## src/common/sad_pkg.sv

```systemverilog
// Purpose: shared constants and types for the system address decoder
// Assumes: 32-bit byte addresses, region taken from the two top bits
// Notes: peripheral table order fixes the bit order of the peripheral select
package sad_pkg;
	localparam logic [1:0] SAD_REG_PERIPH = 2'h0;
	localparam logic [1:0] SAD_REG_EMI = 2'h1;
	localparam logic [1:0] SAD_REG_ONCHIP = 2'h2;
	localparam logic [1:0] SAD_REG_SDRAM = 2'h3;
	localparam logic [31:0] SAD_LOWEST_ADDRESS = 32'h8000_0000;
	localparam logic [31:0] SAD_HIGHEST_ADDRESS = 32'h7FFF_FFFF;
	localparam logic [31:0] SAD_SRAM_DED_END = 32'h8000_0800;
	localparam logic [31:0] SAD_SRAM_EXT_END = 32'h8000_1000;
	localparam logic [31:0] SAD_USER_MEMORY_START = 32'h8000_0140;
	localparam logic [31:0] SAD_TRAP_AREA_BASE = 32'h8000_0040;
	localparam logic [31:0] SAD_LINK_OUT_WORD = 32'h8000_0000;
	localparam logic [31:0] SAD_BOOT_SERIAL_LINK_WORD = 32'h8000_0010;
	localparam logic [31:0] SAD_MDMA0_WORD = 32'h8000_0020;
	localparam logic [31:0] SAD_MDMA1_WORD = 32'h8000_0024;
	localparam logic [31:0] SAD_THIRD_VIDEO_DMA_WORD = 32'h8000_0028;
	localparam logic [31:0] SAD_BM_OUT_WORD = 32'h8000_0034;
	localparam logic [31:0] SAD_SDRAM_BASE = 32'hC000_0000;
	localparam logic [31:0] SAD_SDRAM_LAST = 32'hC03F_FFFF;
	localparam logic [31:0] SAD_ROM_BOOT_ENTRY = 32'h7FFF_FFFE;
	localparam logic [31:0] SAD_BOOT_JUMP_MAX = 32'h0000_0100;
	localparam logic [31:0] SAD_VIDEO_BASE = 32'h0000_1000;
	localparam logic [31:0] SAD_AUDIO_BASE = 32'h0000_1200;
	localparam logic [31:0] SAD_SUBPIC_BASE = 32'h0000_1400;
	localparam logic [31:0] SAD_TV_ENCODER_BASE = 32'h0000_1600;
	localparam int SAD_WORD_LSB = 2;
	localparam int SAD_BLOCK_LSB = 12;
	localparam int SAD_MSUB_MSB = 11;
	localparam int SAD_MSUB_LSB = 9;
	localparam int SAD_BANK_MSB = 29;
	localparam int SAD_BANK_LSB = 28;
	localparam logic [1:0] SAD_BANK_ROM = 2'h3;
	localparam int SAD_INV_MSB = 21;
	localparam int SAD_INV_LSB = 19;
	localparam int SAD_TRAP_PRI_BIT = 7;
	localparam int SAD_TRAP_GRP_MSB = 6;
	localparam int SAD_TRAP_GRP_LSB = 5;
	localparam int SAD_TRAP_STRUCT_BIT = 4;
	localparam int SAD_TRAP_WORD_MSB = 3;
	localparam int SAD_TRAP_WORD_LSB = 2;
	localparam int SAD_TGT_SRAM = 0;
	localparam int SAD_TGT_SYS = 1;
	localparam int SAD_TGT_SDRAM = 2;
	localparam int SAD_TGT_PERIPH = 3;
	localparam int SAD_TGT_EMI = 4;
	localparam int SAD_NUM_TGT = 5;
	localparam int SAD_NUM_PERIPH = 24;
	localparam int SAD_P_MPEG = 20;
	// intc, demux, async_serial_controller 0-3, smart card clocks 0-1, sync_serial_controller,
	// pwm, parallel_io_port 0-4, int level, video dma 0-1, third_video_dma,
	// block move dma, mpeg block, external_memory_interface cfg, diagnostic_controller, cache
	localparam logic [31:0] SAD_PERIPH_BASE [SAD_NUM_PERIPH] = '{
		32'h2000_0000, 32'h2000_2000, 32'h2000_3000, 32'h2000_4000, 32'h2000_5000,
		32'h2000_6000, 32'h2000_7000, 32'h2000_8000, 32'h2000_9000, 32'h2000_B000,
		32'h2000_C000, 32'h2000_D000, 32'h2000_E000, 32'h2000_F000, 32'h2001_0000,
		32'h2001_1000, 32'h2002_0000, 32'h2002_1000, 32'h2002_2000, 32'h2002_4000,
		32'h0000_1000, 32'h0000_2000, 32'h0000_3000, 32'h0000_4000};
	typedef enum logic [1:0] {SAD_ST_BOOT, SAD_ST_IDLE, SAD_ST_HOLD} sad_state_e;
	typedef enum logic [3:0] {SAD_SLOT_NONE, SAD_SLOT_LINK_OUT, SAD_SLOT_BOOT_LINK,
		SAD_SLOT_MDMA0, SAD_SLOT_MDMA1, SAD_SLOT_THIRD_VIDEO_DMA, SAD_SLOT_BM_OUT,
		SAD_SLOT_TRAP, SAD_SLOT_RSVD} sad_slot_e;
	typedef enum logic [2:0] {SAD_MSUB_NONE, SAD_MSUB_VIDEO, SAD_MSUB_AUDIO,
		SAD_MSUB_SUBPIC, SAD_MSUB_TV_ENCODER, SAD_MSUB_DATA} sad_msub_e;
endpackage

```

## src/common/sad_dec_if.sv

```systemverilog
// Purpose: carries the request address to the sub-decoders and their results back
// Assumes: purely combinational results
// Notes: none
`timescale 1ns/1ps
interface sad_dec_if;
	import sad_pkg::*;
	logic [31:0] addr;
	logic slave;
	logic [1:0] bank;
	logic [31:0] emi_addr;
	logic [SAD_NUM_PERIPH-1:0] phit;
	logic pany;
	modport ctl (output addr, output slave, input bank, input emi_addr, input phit, input pany);
	modport emi (input addr, input slave, output bank, output emi_addr);
	modport per (input addr, output phit, output pany);
endinterface

```

## src/core/sad_top.sv

```systemverilog
// Purpose: system address decoder between the cpu core and all memory targets
// Assumes: request inputs synchronous to sys_clk_in and stable while req_valid_in is high
// Notes: one request is taken when ready; selects hold until access_done_in
//
// How it works
// - addresses are signed 32-bit; word index 30 bits, byte selector 2 bits
// - lowest 2 Kbytes, less the system area below user memory start, go to sram; 4 Kbytes when data cache is off
// - second 2 Kbyte sram range exists only while data cache is disabled
// - 4 Mbyte sdram window from its base goes to the shared sdram target
// - low positive region is peripheral space, reached by device accesses only
// - external region up to the top of positive space goes to external interface
// - external region is four equal banks, bank 3 holds boot rom
// - in slave mode bank 3 accesses invert address bits 21 to 19
// - rom boot fetches two bytes below top; backward jump at most 256 bytes
// - link boot waits for commands on the boot link input channel word
// - each channel dma subsystem has one state word below user memory
// - three video dma words consecutive, block move output word fixed
// - trap area: two priorities, four groups, handler and trapped structs of four words
// - area below user memory start reached only through dedicated instructions
// - each peripheral owns one aligned 4 Kbyte block from upper address bits
// - interrupt controller, demux and interrupt level blocks at fixed bases
// - four async serial, two smart card clocks, then sync serial controller
// - pwm module then five parallel io ports in consecutive blocks
// - three video dma controllers and block move dma
// - video, audio, sub-picture, tv encoder sub-blocks at 512-byte spacing
// - external interface config, diagnostic and cache config low device blocks
`timescale 1ns/1ps
module sad_top
	import sad_pkg::*;
(
	input wire logic sys_clk_in,
	input wire logic rstn_in,
	input wire logic req_valid_in,
	input wire logic [31:0] addr_in,
	input wire logic write_in,
	input wire logic device_access_in,
	input wire logic sys_instr_in,
	input wire logic access_done_in,
	input wire logic dcache_en_in,
	input wire logic slave_mode_in,
	input wire logic boot_from_link_in,
	output logic req_ready_out,
	output logic busy_out,
	output logic write_out,
	output logic [SAD_NUM_TGT-1:0] target_sel_out,
	output logic [SAD_NUM_PERIPH-1:0] periph_sel_out,
	output logic decode_err_out,
	output logic [31:0] target_addr_out,
	output logic [29:0] word_index_out,
	output logic [1:0] byte_sel_out,
	output logic [1:0] emi_bank_out,
	output logic [2:0] mpeg_sub_out,
	output logic [3:0] sys_slot_out,
	output logic trap_low_pri_out,
	output logic [1:0] trap_group_out,
	output logic trap_trapped_out,
	output logic [1:0] trap_word_out,
	output logic boot_start_out,
	output logic boot_link_wait_out,
	output logic [31:0] boot_addr_out,
	output logic [31:0] boot_jump_floor_out
);

	////////////////////////////////////////////////////////////////////////////////
	// state

	typedef struct packed {
		sad_state_e st;
		logic ready;
		logic busy;
		logic wr;
		logic [SAD_NUM_TGT-1:0] sel;
		logic [SAD_NUM_PERIPH-1:0] psel;
		logic err;
		logic [31:0] taddr;
		logic [1:0] bank;
		sad_msub_e msub;
		sad_slot_e slot;
		logic trap_lo;
		logic [1:0] trap_grp;
		logic trap_struct;
		logic [1:0] trap_word;
		logic boot_start;
		logic link_wait;
		logic [31:0] boot_addr;
		logic [31:0] boot_floor;
	} sad_state_s;

	sad_state_s q;
	sad_state_s d;

	////////////////////////////////////////////////////////////////////////////////
	// sub-decoders

	sad_dec_if dif ();

	assign dif.addr = addr_in;
	assign dif.slave = slave_mode_in;

	sad_emi_map u_emi (
		.dif(dif.emi)
	);

	sad_periph_dec u_per (
		.dif(dif.per)
	);

	////////////////////////////////////////////////////////////////////////////////
	// range decode

	logic signed [31:0] saddr;
	logic onchip;
	logic sys_hit;
	logic sram_hit;
	logic sdram_hit;
	logic emi_hit;
	logic periph_ok;
	logic sys_ok;
	logic any_ok;
	logic [SAD_NUM_TGT-1:0] tgt_c;
	sad_slot_e slot_c;
	sad_msub_e msub_c;
	logic sram_ded;
	logic sram_ext;
	logic trap_hit;
	logic [SAD_TRAP_PRI_BIT:0] trap_off;
	logic trap_lo_c;
	logic [1:0] trap_grp_c;
	logic trap_struct_c;
	logic [1:0] trap_word_c;
	logic [SAD_NUM_PERIPH-1:0] psel_c;
	logic [1:0] bank_c;
	logic [31:0] taddr_c;

	assign saddr = $signed(addr_in);
	assign onchip = addr_in[31:30] == SAD_REG_ONCHIP;
	assign sys_hit = onchip && (saddr < $signed(SAD_USER_MEMORY_START));
	assign sram_ded = saddr < $signed(SAD_SRAM_DED_END);
	assign sram_ext = !dcache_en_in && (saddr < $signed(SAD_SRAM_EXT_END));
	assign sram_hit = onchip && !sys_hit && (sram_ded || sram_ext);
	assign sdram_hit = (addr_in >= SAD_SDRAM_BASE) && (addr_in <= SAD_SDRAM_LAST);
	assign emi_hit = (addr_in[31:30] == SAD_REG_EMI) &&
		(saddr <= $signed(SAD_HIGHEST_ADDRESS));

	function automatic logic word_is(input logic [31:0] a, input logic [31:0] w);
		return a[31:SAD_WORD_LSB] == w[31:SAD_WORD_LSB];
	endfunction

	function automatic sad_slot_e slot_of(input logic [31:0] a);
		sad_slot_e s;
		s = SAD_SLOT_RSVD;
		if (word_is(a, SAD_LINK_OUT_WORD)) begin
			s = SAD_SLOT_LINK_OUT;
		end else if (word_is(a, SAD_BOOT_SERIAL_LINK_WORD)) begin
			s = SAD_SLOT_BOOT_LINK;
		end else if (word_is(a, SAD_MDMA0_WORD)) begin
			s = SAD_SLOT_MDMA0;
		end else if (word_is(a, SAD_MDMA1_WORD)) begin
			s = SAD_SLOT_MDMA1;
		end else if (word_is(a, SAD_THIRD_VIDEO_DMA_WORD)) begin
			s = SAD_SLOT_THIRD_VIDEO_DMA;
		end else if (word_is(a, SAD_BM_OUT_WORD)) begin
			s = SAD_SLOT_BM_OUT;
		end else if ($signed(a) >= $signed(SAD_TRAP_AREA_BASE)) begin
			s = SAD_SLOT_TRAP;
		end
		return s;
	endfunction

	function automatic sad_msub_e msub_of(input logic [31:0] a);
		sad_msub_e m;
		m = SAD_MSUB_DATA;
		if (a[SAD_MSUB_MSB:SAD_MSUB_LSB] == SAD_VIDEO_BASE[SAD_MSUB_MSB:SAD_MSUB_LSB]) begin
			m = SAD_MSUB_VIDEO;
		end else if (a[SAD_MSUB_MSB:SAD_MSUB_LSB] == SAD_AUDIO_BASE[SAD_MSUB_MSB:SAD_MSUB_LSB]) begin
			m = SAD_MSUB_AUDIO;
		end else if (a[SAD_MSUB_MSB:SAD_MSUB_LSB] == SAD_SUBPIC_BASE[SAD_MSUB_MSB:SAD_MSUB_LSB]) begin
			m = SAD_MSUB_SUBPIC;
		end else if (a[SAD_MSUB_MSB:SAD_MSUB_LSB] ==
			SAD_TV_ENCODER_BASE[SAD_MSUB_MSB:SAD_MSUB_LSB]) begin
			m = SAD_MSUB_TV_ENCODER;
		end
		return m;
	endfunction

	assign slot_c = sys_hit ? slot_of(addr_in) : SAD_SLOT_NONE;
	assign msub_c = dif.phit[SAD_P_MPEG] ? msub_of(addr_in) : SAD_MSUB_NONE;
	assign periph_ok = dif.pany && device_access_in;
	assign sys_ok = sys_hit && sys_instr_in && (slot_c != SAD_SLOT_RSVD);

	always_comb begin
		tgt_c = '0;
		tgt_c[SAD_TGT_SRAM] = sram_hit;
		tgt_c[SAD_TGT_SYS] = sys_ok;
		tgt_c[SAD_TGT_SDRAM] = sdram_hit;
		tgt_c[SAD_TGT_PERIPH] = periph_ok;
		tgt_c[SAD_TGT_EMI] = emi_hit;
	end

	assign any_ok = |tgt_c;

	assign psel_c = periph_ok ? dif.phit : '0;
	assign taddr_c = emi_hit ? dif.emi_addr : addr_in;
	assign bank_c = emi_hit ? dif.bank : 2'h0;

	////////////////////////////////////////////////////////////////////////////////
	// trap area fields

	assign trap_hit = sys_ok && (slot_c == SAD_SLOT_TRAP);
	assign trap_off = addr_in[SAD_TRAP_PRI_BIT:0] -
		SAD_TRAP_AREA_BASE[SAD_TRAP_PRI_BIT:0];

	always_comb begin
		trap_lo_c = 1'b0;
		trap_grp_c = 2'h0;
		trap_struct_c = 1'b0;
		trap_word_c = 2'h0;
		if (trap_hit) begin
			trap_lo_c = trap_off[SAD_TRAP_PRI_BIT];
			trap_grp_c = trap_off[SAD_TRAP_GRP_MSB:SAD_TRAP_GRP_LSB];
			trap_struct_c = trap_off[SAD_TRAP_STRUCT_BIT];
			trap_word_c = trap_off[SAD_TRAP_WORD_MSB:SAD_TRAP_WORD_LSB];
		end
	end

	////////////////////////////////////////////////////////////////////////////////
	// next state

	always_comb begin
		d = q;
		d.boot_start = 1'b0;
		case (q.st)
			SAD_ST_BOOT: begin
				d.link_wait = boot_from_link_in;
				d.boot_start = 1'b1;
				if (boot_from_link_in) begin
					d.boot_addr = SAD_BOOT_SERIAL_LINK_WORD;
					d.boot_floor = SAD_BOOT_SERIAL_LINK_WORD;
				end else begin
					d.boot_addr = SAD_ROM_BOOT_ENTRY;
					d.boot_floor = SAD_ROM_BOOT_ENTRY - SAD_BOOT_JUMP_MAX;
				end
				d.ready = 1'b1;
				d.st = SAD_ST_IDLE;
			end
			SAD_ST_IDLE: begin
				if (req_valid_in) begin
					d.st = SAD_ST_HOLD;
					d.ready = 1'b0;
					d.busy = 1'b1;
					d.wr = write_in;
					d.sel = tgt_c;
					d.psel = psel_c;
					d.err = !any_ok;
					d.taddr = taddr_c;
					d.bank = bank_c;
					d.msub = periph_ok ? msub_c : SAD_MSUB_NONE;
					d.slot = sys_ok ? slot_c : SAD_SLOT_NONE;
					d.trap_lo = trap_lo_c;
					d.trap_grp = trap_grp_c;
					d.trap_struct = trap_struct_c;
					d.trap_word = trap_word_c;
				end
			end
			SAD_ST_HOLD: begin
				if (access_done_in || q.err) begin
					d.st = SAD_ST_IDLE;
					d.ready = 1'b1;
					d.busy = 1'b0;
					d.wr = 1'b0;
					d.sel = '0;
					d.psel = '0;
					d.err = 1'b0;
					d.msub = SAD_MSUB_NONE;
					d.slot = SAD_SLOT_NONE;
					d.bank = 2'h0;
					d.trap_lo = 1'b0;
					d.trap_grp = 2'h0;
					d.trap_struct = 1'b0;
					d.trap_word = 2'h0;
				end
			end
			default: begin
				d.st = SAD_ST_IDLE;
				d.ready = 1'b1;
				d.busy = 1'b0;
				d.wr = 1'b0;
				d.sel = '0;
				d.psel = '0;
				d.err = 1'b0;
				d.msub = SAD_MSUB_NONE;
				d.slot = SAD_SLOT_NONE;
			end
		endcase
	end

	////////////////////////////////////////////////////////////////////////////////
	// registers

	always_ff @(posedge sys_clk_in) begin
		if (!rstn_in) begin
			q.st <= SAD_ST_BOOT;
			q.ready <= 1'b0;
			q.busy <= 1'b0;
			q.wr <= 1'b0;
			q.sel <= '0;
			q.psel <= '0;
			q.err <= 1'b0;
			q.taddr <= '0;
			q.bank <= 2'h0;
			q.msub <= SAD_MSUB_NONE;
			q.slot <= SAD_SLOT_NONE;
			q.trap_lo <= 1'b0;
			q.trap_grp <= 2'h0;
			q.trap_struct <= 1'b0;
			q.trap_word <= 2'h0;
			q.boot_start <= 1'b0;
			q.link_wait <= 1'b0;
			q.boot_addr <= '0;
			q.boot_floor <= '0;
		end else begin
			q <= d;
		end
	end

	////////////////////////////////////////////////////////////////////////////////
	// outputs

	assign req_ready_out = q.ready;
	assign busy_out = q.busy;
	assign write_out = q.wr;
	assign target_sel_out = q.sel;
	assign periph_sel_out = q.psel;
	assign decode_err_out = q.err;
	assign target_addr_out = q.taddr;
	assign word_index_out = q.taddr[31:SAD_WORD_LSB];
	assign byte_sel_out = q.taddr[SAD_WORD_LSB-1:0];
	assign emi_bank_out = q.bank;
	assign mpeg_sub_out = q.msub;
	assign sys_slot_out = q.slot;
	assign trap_low_pri_out = q.trap_lo;
	assign trap_group_out = q.trap_grp;
	assign trap_trapped_out = q.trap_struct;
	assign trap_word_out = q.trap_word;
	assign boot_start_out = q.boot_start;
	assign boot_link_wait_out = q.link_wait;
	assign boot_addr_out = q.boot_addr;
	assign boot_jump_floor_out = q.boot_floor;

endmodule // sad_top

```

## src/core/sad_emi_map.sv

```systemverilog
// Purpose: bank select and slave-mode address rewrite for external accesses
// Assumes: address already known to lie in the external region
// Notes: combinational
`timescale 1ns/1ps
module sad_emi_map
	import sad_pkg::*;
(
	sad_dec_if.emi dif
);
	logic bank3;

	assign dif.bank = dif.addr[SAD_BANK_MSB:SAD_BANK_LSB];
	assign bank3 = dif.bank == SAD_BANK_ROM;

	always_comb begin
		dif.emi_addr = dif.addr;
		if (dif.slave && bank3) begin
			dif.emi_addr[SAD_INV_MSB:SAD_INV_LSB] = ~dif.addr[SAD_INV_MSB:SAD_INV_LSB];
		end
	end
endmodule // sad_emi_map

```

## src/core/sad_periph_dec.sv

```systemverilog
// Purpose: one-hot match of the on-chip peripheral 4 Kbyte blocks
// Assumes: only addresses in the peripheral region can match
// Notes: bit order follows the base table
`timescale 1ns/1ps
module sad_periph_dec
	import sad_pkg::*;
(
	sad_dec_if.per dif
);
	logic in_region;

	assign in_region = dif.addr[31:30] == SAD_REG_PERIPH;

	for (genvar i = 0; i < SAD_NUM_PERIPH; i++) begin : g_blk
		localparam logic [31:0] BASE = SAD_PERIPH_BASE[i];
		assign dif.phit[i] = in_region &&
			(dif.addr[31:SAD_BLOCK_LSB] == BASE[31:SAD_BLOCK_LSB]);
	end

	assign dif.pany = |dif.phit;
endmodule // sad_periph_dec

```

## config.mk

```make
export PLATFORM = sky130hd
export DESIGN_NAME = sad_top
export DESIGN_NICKNAME = d
export VERILOG_FILES = /design/src/common/sad_pkg.sv /design/src/common/sad_dec_if.sv /design/src/core/sad_top.sv /design/src/core/sad_emi_map.sv /design/src/core/sad_periph_dec.sv
export SDC_FILE = /design/constraint.sdc
export NUM_CORES = 1
export LEC_CHECK = 0
export ABC_AREA = 1
export BUFFER_PORTS_ARGS = -buffer_cell sky130_fd_sc_hd__buf_2
export CAP_MARGIN = 20
export CORE_MARGIN = 4
export CORE_UTILIZATION = 30
export CTS_BUF_LIST = sky130_fd_sc_hd__clkbuf_8
export CTS_CLUSTER_SIZE = 28
export DETAILED_ROUTE_END_ITERATION = 8
export PLACE_DENSITY = 0.6
export SLEW_MARGIN = 20
export SYNTH_ARGS = -nofsm -noshare
export SYNTH_HDL_FRONTEND = slang
export SYNTH_HIERARCHICAL = 1
export SYNTH_SLANG_ARGS = --single-unit
```

## constraint.sdc

```tcl
create_clock -name sys_clk_in -period 3.55 [get_ports sys_clk_in]
set_input_delay 0 -clock sys_clk_in [delete_from_list [all_inputs] [get_ports sys_clk_in]]
set_output_delay 0 -clock sys_clk_in [all_outputs]
set_load 0.02 [all_outputs]
```

== Word-level counts from Yosys, hierarchy flattened ==
Index checks and enable logic that the tools add are counted.

* Output and inout port bits: 178
* Bits of input ports: 42
* Register bits: 148

* Add/sub/neg operators: 1
* Equal/unequal tests: 42
* Reductions and logical operators: 50
* Bitwise logic cells: 2
* Magnitude comparators: 7
* Multiplexer cells: 33

{| class="wikitable"
|+ Operators with widths
! operator !! count
|-
| equality test 20 x 18 -> 1 bit (second input constant) || 20
|-
| equality test 30 bit (second input constant) || 6
|-
| < comparator 32 bit (second input constant) || 3
|-
| case mux 32 bit (3 select lines) || 1
|-
| 2-to-1 mux 82 bit || 1
|-
| 2-to-1 mux 66 bit || 1
|-
| >= comparator 32 bit (second input constant) || 2
|-
| less-or-equal comparator 32 bit (second input constant) || 2
|-
| 2-to-1 mux 64 bit || 1
|-
| equality test 20 x 2 -> 1 bit (second input constant) || 2
|-
| 2-to-1 mux 4 bit || 9
|-
| logical AND 1 bit || 35
|-
| 2-to-1 mux 35 bit || 1
|-
| 2-to-1 mux 24 bit || 1
|-
| OR reduction 24 bit || 1
|-
| 2-to-1 mux 22 bit || 1
|-
| case mux 7 bit (3 select lines) || 1
|-
| equality test 20 x 1 -> 1 bit (second input constant) || 1
|-
| equality test 20 x 3 -> 1 bit (second input constant) || 1
|-
| 2-to-1 mux 3 bit || 6
|-
| 2-to-1 mux 15 bit || 1
|-
| case mux 6 bit (2 select lines) || 1
|-
| subtractor 8 x 7 -> 8 bit (second input constant) || 1
|-
| equality test 2 bit (second input constant) || 3
|-
| 20 further kinds || 33
|}

== Logic depth before layout (Yosys ltp) ==
* Word-level depth: 15
* Gate-level depth with buffers: 17
* Mapped depth without buffers: 17

== By module ==
Netlist, hierarchy kept.

{| class="wikitable"
|+ Modules (own cells, without submodules)
! module !! instances !! cells an instance !! sequential area each (um2) !! area each (um2)
|-
| sad_top || 1 || 683 || 1701.6 || 5007.3
|-
| sad_periph_dec || 1 || 140 || 0.0 || 643.1
|-
| sad_emi_map || 1 || 44 || 0.0 || 295.3
|}

== Least setup slack after synthesis ==
Ideal clock, no wire load.

* Path type: in2reg
* From: input addr_in[27]
* To: register q (netlist bit periph_sel_out[0])
* Path slack: 1.846 ns
* Setup time: 0.071 ns
* Stages on the path: 15
* Path buffers: 2
* Arrival: 1.633 ns
* Path through: nor2_1 > nand2_1 > nor2_4 > nand2_2 > buf_6 > a21oi_2 > nor2_1 > nand2_1 > nor2_1 > nand2_1 > nand2_1 > nor2_1 > clkbuf_1 > nand2_1 > a21oi_1

* Word-level cells in the longest chain between the ends: 7

{| class="wikitable"
|+ Ends and longest elaborated chain
! item !! RTL line !! source
|-
| start, declared || sad_top.sv:34 || <nowiki>input wire logic [31:0] addr_in,</nowiki>
|-
| equality test 20 x 18 -> 1 bit (tied with other cells) || sad_periph_dec.sv:17 || <nowiki>(dif.addr[31:SAD_BLOCK_LSB] == BASE[31:SAD_BLOCK_LSB]);</nowiki>
|-
| logical AND 1 bit || sad_periph_dec.sv:16 || <nowiki>assign dif.phit[i] = in_region &&</nowiki>
|-
| OR reduction 24 bit * || sad_periph_dec.sv:20 || <nowiki>assign dif.pany = |dif.phit;</nowiki>
|-
| named net dif.pany || sad_dec_if.sv:12 || <nowiki>logic pany;</nowiki>
|-
| logical AND 1 bit * || sad_top.sv:188 || <nowiki>assign periph_ok = dif.pany && device_access_in;</nowiki>
|-
| 2-to-1 mux 24 bit * || sad_top.sv:202 || <nowiki>assign psel_c = periph_ok ? dif.phit : '0;</nowiki>
|-
| 2-to-1 mux 82 bit * || sad_top.sv:247 || <nowiki>if (req_valid_in) begin</nowiki>
|-
| case mux 32 bit (3 select lines) * || sad_top.sv:232 || <nowiki>case (q.st)</nowiki>
|-
| end, declared || sad_top.sv:89 || <nowiki>sad_state_s q;</nowiki>
|}

The timed path passes the listed nets; every way through them passes the cells marked *. The select of a mux whose other input is x is not followed.
A chain may end at the register's enable or synchronous reset.

== Final worst setup path ==
* From: input addr_in[27]
* To: register q (netlist bit mpeg_sub_out[0])

* Word-level cells in the longest chain between the ends: 7

{| class="wikitable"
|+ Ends and longest elaborated chain
! item !! RTL line !! source
|-
| equality test 20 x 18 -> 1 bit (tied with other cells) || sad_periph_dec.sv:17 ||
|-
| logical AND 1 bit || sad_periph_dec.sv:16 ||
|-
| OR reduction 24 bit * || sad_periph_dec.sv:20 ||
|-
| named net dif.pany || sad_dec_if.sv:12 ||
|-
| logical AND 1 bit * || sad_top.sv:188 ||
|-
| 2-to-1 mux 3 bit * || sad_top.sv:257 || <nowiki>d.msub = periph_ok ? msub_c : SAD_MSUB_NONE;</nowiki>
|-
| 2-to-1 mux 82 bit * || sad_top.sv:247 ||
|-
| case mux 7 bit (3 select lines) * || sad_top.sv:232 ||
|}

Marks and branches as above.

==> implementation parameters <==
Parameter                              Value

Power and ir drop
  Switching share of total power    0.323
  Sequential share of power    0.441
  Total power of the final layout    2.32 mW
  NetSw    0.749 mW
  Leak    between 3 and 4 nW
  Maximum resistive drop on vdd    175 uV
  Cell Pwr Density    364 nW/um^2
  Relative contribution of combinational cells to total power    0.221
  Internal power summed over all cells    1.57 mW
  Proportion of power drawn by the clock network    0.338

Min path
  Depth of the worst hold-timing path    5
  Tightest Hold Check Type    primary input to register

Timing
  Total count of max-transition violations in the final report    0
  Final TNS setup    0 ns
  Final worst clock skew    between 0.01 and 0.015 ns
  Crit path time final    2.48 ns
  Worst slew margin    0.572
  RSZ-0062 raised after global routing    false
  Crit share post-route    0.699
  Hold violation total from the final report    0
  Least-Margin Pin Slew    0.642 ns
  # setup viols final    0
  Highest attainable clock frequency    ~400 MHz

GRT
  Global-route wire length before repair    between 20,000 and 30,000 um
  Via count of the first global-routing pass    4,654
  GR Util All Layers    0.143
  Grt met2 use    0.241
  Maximum number of pins on one net before global-route repair    62
  Met3 usage in global routing    0.0340
  Number of antenna violations at the first check in global routing    0
  Layer with the highest usage    met2
  Met1 Usage GRT    0.183
  Sum of overflow across all layers after global routing    0

Worst setup path
  Crit end category    register
  Worst EP required    3.86 ns
  Class of the most critical setup path    primary input to register
  Largest driver fanout on the critical path    25
  Worst Path Buf+Inv    5
  R2R cell count    7
  Family with the most delay on the worst path    simple AND/OR/NAND/NOR gates
  Cells traversed along the worst timing path    dlygate4sd3_1 > buf_2 > nor2_1 > nand2_1 > nor2_4 > nand2_2 > inv_1 > o21ai_0 > nand2_1 > nor2_1 > nand2_1 > nand2_1 > nor2_1 > buf_4 > nand3_1 > inv_1 > o21ai_0 > a21oi_1
  Type of origin of the critical path    primary input
  Cell at the slowest stage of the critical path    sky130_fd_sc_hd__dlygate4sd3_1
  Arr. time, crit path    2.79 ns
  Cell repeated most along the worst path    sky130_fd_sc_hd__nand2_1
  Max stage delay on crit path    0.53 ns
  Depth of the critical timing path with buffers and inverters included    18

Logic synthesis
  Netlist Area Pre-Place    about 5900 um^2
  Synth top area share    0.286
  Dominant cell by count in the synthesized netlist    sky130_fd_sc_hd__buf_4
  Warnings, synthesis    6
  Sequential area share after synthesis    0.286
  Proportion of register bits with asynchronous set or reset after synthesis    0
  Cell types occupying the most area after synthesis    sky130_fd_sc_hd__dfxtp_1 29%, sky130_fd_sc_hd__buf_4 26%, sky130_fd_sc_hd__nand2_1 12%
  Number of synthesized flops with an enable pin    0
  Synth Flop Type    sky130_fd_sc_hd__dfxtp_1
  Flip-flop and latch count after synthesis    85
  Synth Area per Inst    6.86 um^2
  Post-synth top cells    203 x sky130_fd_sc_hd__buf_4, 191 x sky130_fd_sc_hd__nand2_1, 85 x sky130_fd_sc_hd__dfxtp_1
  Synth Instances    867
  Post-synth top area cell    sky130_fd_sc_hd__dfxtp_1
  Distinct cells, synth    37

CTS
  Clock tree buffer depth    2
  Post-CTS Setup Repair Bufs    0
  TritonCTS clock tree    built
  Sinks on Clock Net    85
  Total CTS buffers    9
  Clock slew at reported path FFs    0.09 ns
  Clock latency reported for the late side of the worst-skew pair    0.38 ns
  H-tree levels    3
  Cell at the root of the clock tree    sky130_fd_sc_hd__clkbuf_8
  # resized after CTS    0

Drt
  Via total after detailed routing    approximately 5,100
  Antenna Nets Post-Route    0
  Detailed Routing Iterations Pass 1    5
  Average wire per standard cell    13.8 um
  Detailed Route WL    16,200 um
  Violation count after the first detailed-route iteration    277
  Remaining design rule violation count    0
  Detail-routed via count per cell    about 4.3

Run status
  Run status    finished clean

Floorplan
  Standard cell core area    19,500 um^2
  Die width    149 um
  Floorplan die area    22,100 um^2
  Count of pins on the block boundary    220
  Height of the chip    149 um
  Cell Rows    51
  Starting density of the core    0.305

Layout
  Final-stage net count    952
  Fraction of layout cells with a size suffix above 1    0.314
  Area of all placed cells without fillers    6350 um^2
  Antenna Diode Count    0
  Relative area change from synthesis to final layout    6.88%

Placed design
  Area post-placement    5760 um^2
  Hpwl dp    12,100 um
  Final RePlAce weighted congestion    just under 0.9
  Number of buffers added on ports    216

Run
  Number of max-cap violations    0
## metal layers
| layer | wire, um | vias to the layer above | part of all wire |
|---|---|---|---|
| met2 | 7900 | 153 | 0.49 |
| met4 | 264 | 0 | 0.016 |
| met5 | 0 | - | 0 |
| met3 | 916 | 17 | 0.056 |
| li1 | - | 2646 | - |
| met1 | 7150 | 2299 | 0.44 |
## stage by stage
stage | cells | hold slack, ns | utilization | worst slack (ns)
CTS | 1178 | 0.0297 | 0.326 | 1.10
detailed placement | 1125 | 0.251 | 0.296 | 1.26
global placement | 1125 | 0.245 | 0.296 | 1.30
floorplan | 869 | 0.141 | - | 1.85
global route | 1178 | 0.0700 | 0.327 | 0.738
finish | 1178 | 0.0617 | 0.327 | 1.07
## path summary, 6_finish.rpt
| check | start | to | slack, ns |
|---|---|---|---|
| worst max-delay path | addr_in[27] | mpeg_sub_out[0]$_SDFFE_PN0P_ | 1.07 |
| worst min-delay path | slave_mode_in | target_addr_out[21]$_SDFFE_PN0P_ | 0.06 |
| worst max register to register | q[147]$_SDFFE_PN0P_ | periph_sel_out[8]$_SDFFE_PN0P_ | 1.65 |
| worst min register to register | sys_slot_out[3]$_SDFFE_PN0P_ | sys_slot_out[3]$_SDFFE_PN0P_ | 0.44 |
## state kept, by name, indices dropped and copies added (netlist names)
signal / cells
trap_trapped_out: 1
busy_out: 1
boot_jump_floor_out: 1
decode_err_out: 1
trap_group_out: 2
trap_word_out: 2
target_sel_out: 5
boot_start_out: 1
trap_low_pri_out: 1
periph_sel_out: 24
emi_bank_out: 2
sys_slot_out: 4
target_addr_out: 32
write_out: 1
boot_addr_out: 2
q: 2
mpeg_sub_out: 3
## tightest hold or removal path, cell delays in order
cell and delay [ns]:
sky130_fd_sc_hd__buf_2 0.13, sky130_fd_sc_hd__nand4_1 0.08, sky130_fd_sc_hd__nand2_1 0.05, sky130_fd_sc_hd__nand2_1 0.06
sky130_fd_sc_hd__a31oi_1 0.08
## area by class of cell
cell class / instances / area (um^2)
Clock buffer: 10 / 138
Tap cell: 265 / 332
Inverter: 61 / 229
Multi-Input combinational cell: 490 / 2350
Timing Repair Buffer: 261 / 1510
Clock inverter: 6 / 87.6
Sequential cell: 85 / 1700
Fill cell: 2151 / 13100
## cells in the final DEF (no fill, tap or decap), drive strengths merged, types with 27 or more instances in the layout
cell type,count
nor2,94
dlygate4sd3,37
a21oi,54
nand2,199
a31oi,27
inv,61
dfxtp,85
buf,224
o21ai,41
nand3,32
## cell families (layout without fill, tap and decap cells)
family	after synthesis	after routing	share of synthesized area
fa+ha+maj	2	2	0.00421
compound gates	126	126	0.115
simple gates	359	359	0.274
flops	85	85	0.286
other cells	1	3	0.000631
buf+inv	294	338	0.319
## power by group through the flow
stage,registers [mW],logic [mW],clock network (mW)
after floorplan,1.04,0.457,0
after global placement,1.04,0.483,0
after detailed placement,1.04,0.483,0
after CTS,1.02,0.516,0.818
after global routing,1.03,0.558,0.857
final,1.02,0.513,0.782
## what timing repair did
item	4_1_cts	5_1_grt
hold buffers	37	0
setup endpoints to repair	0	0
endpoints found under the hold margin	44	0
Note: power is estimated with default switching activity, not from simulation.
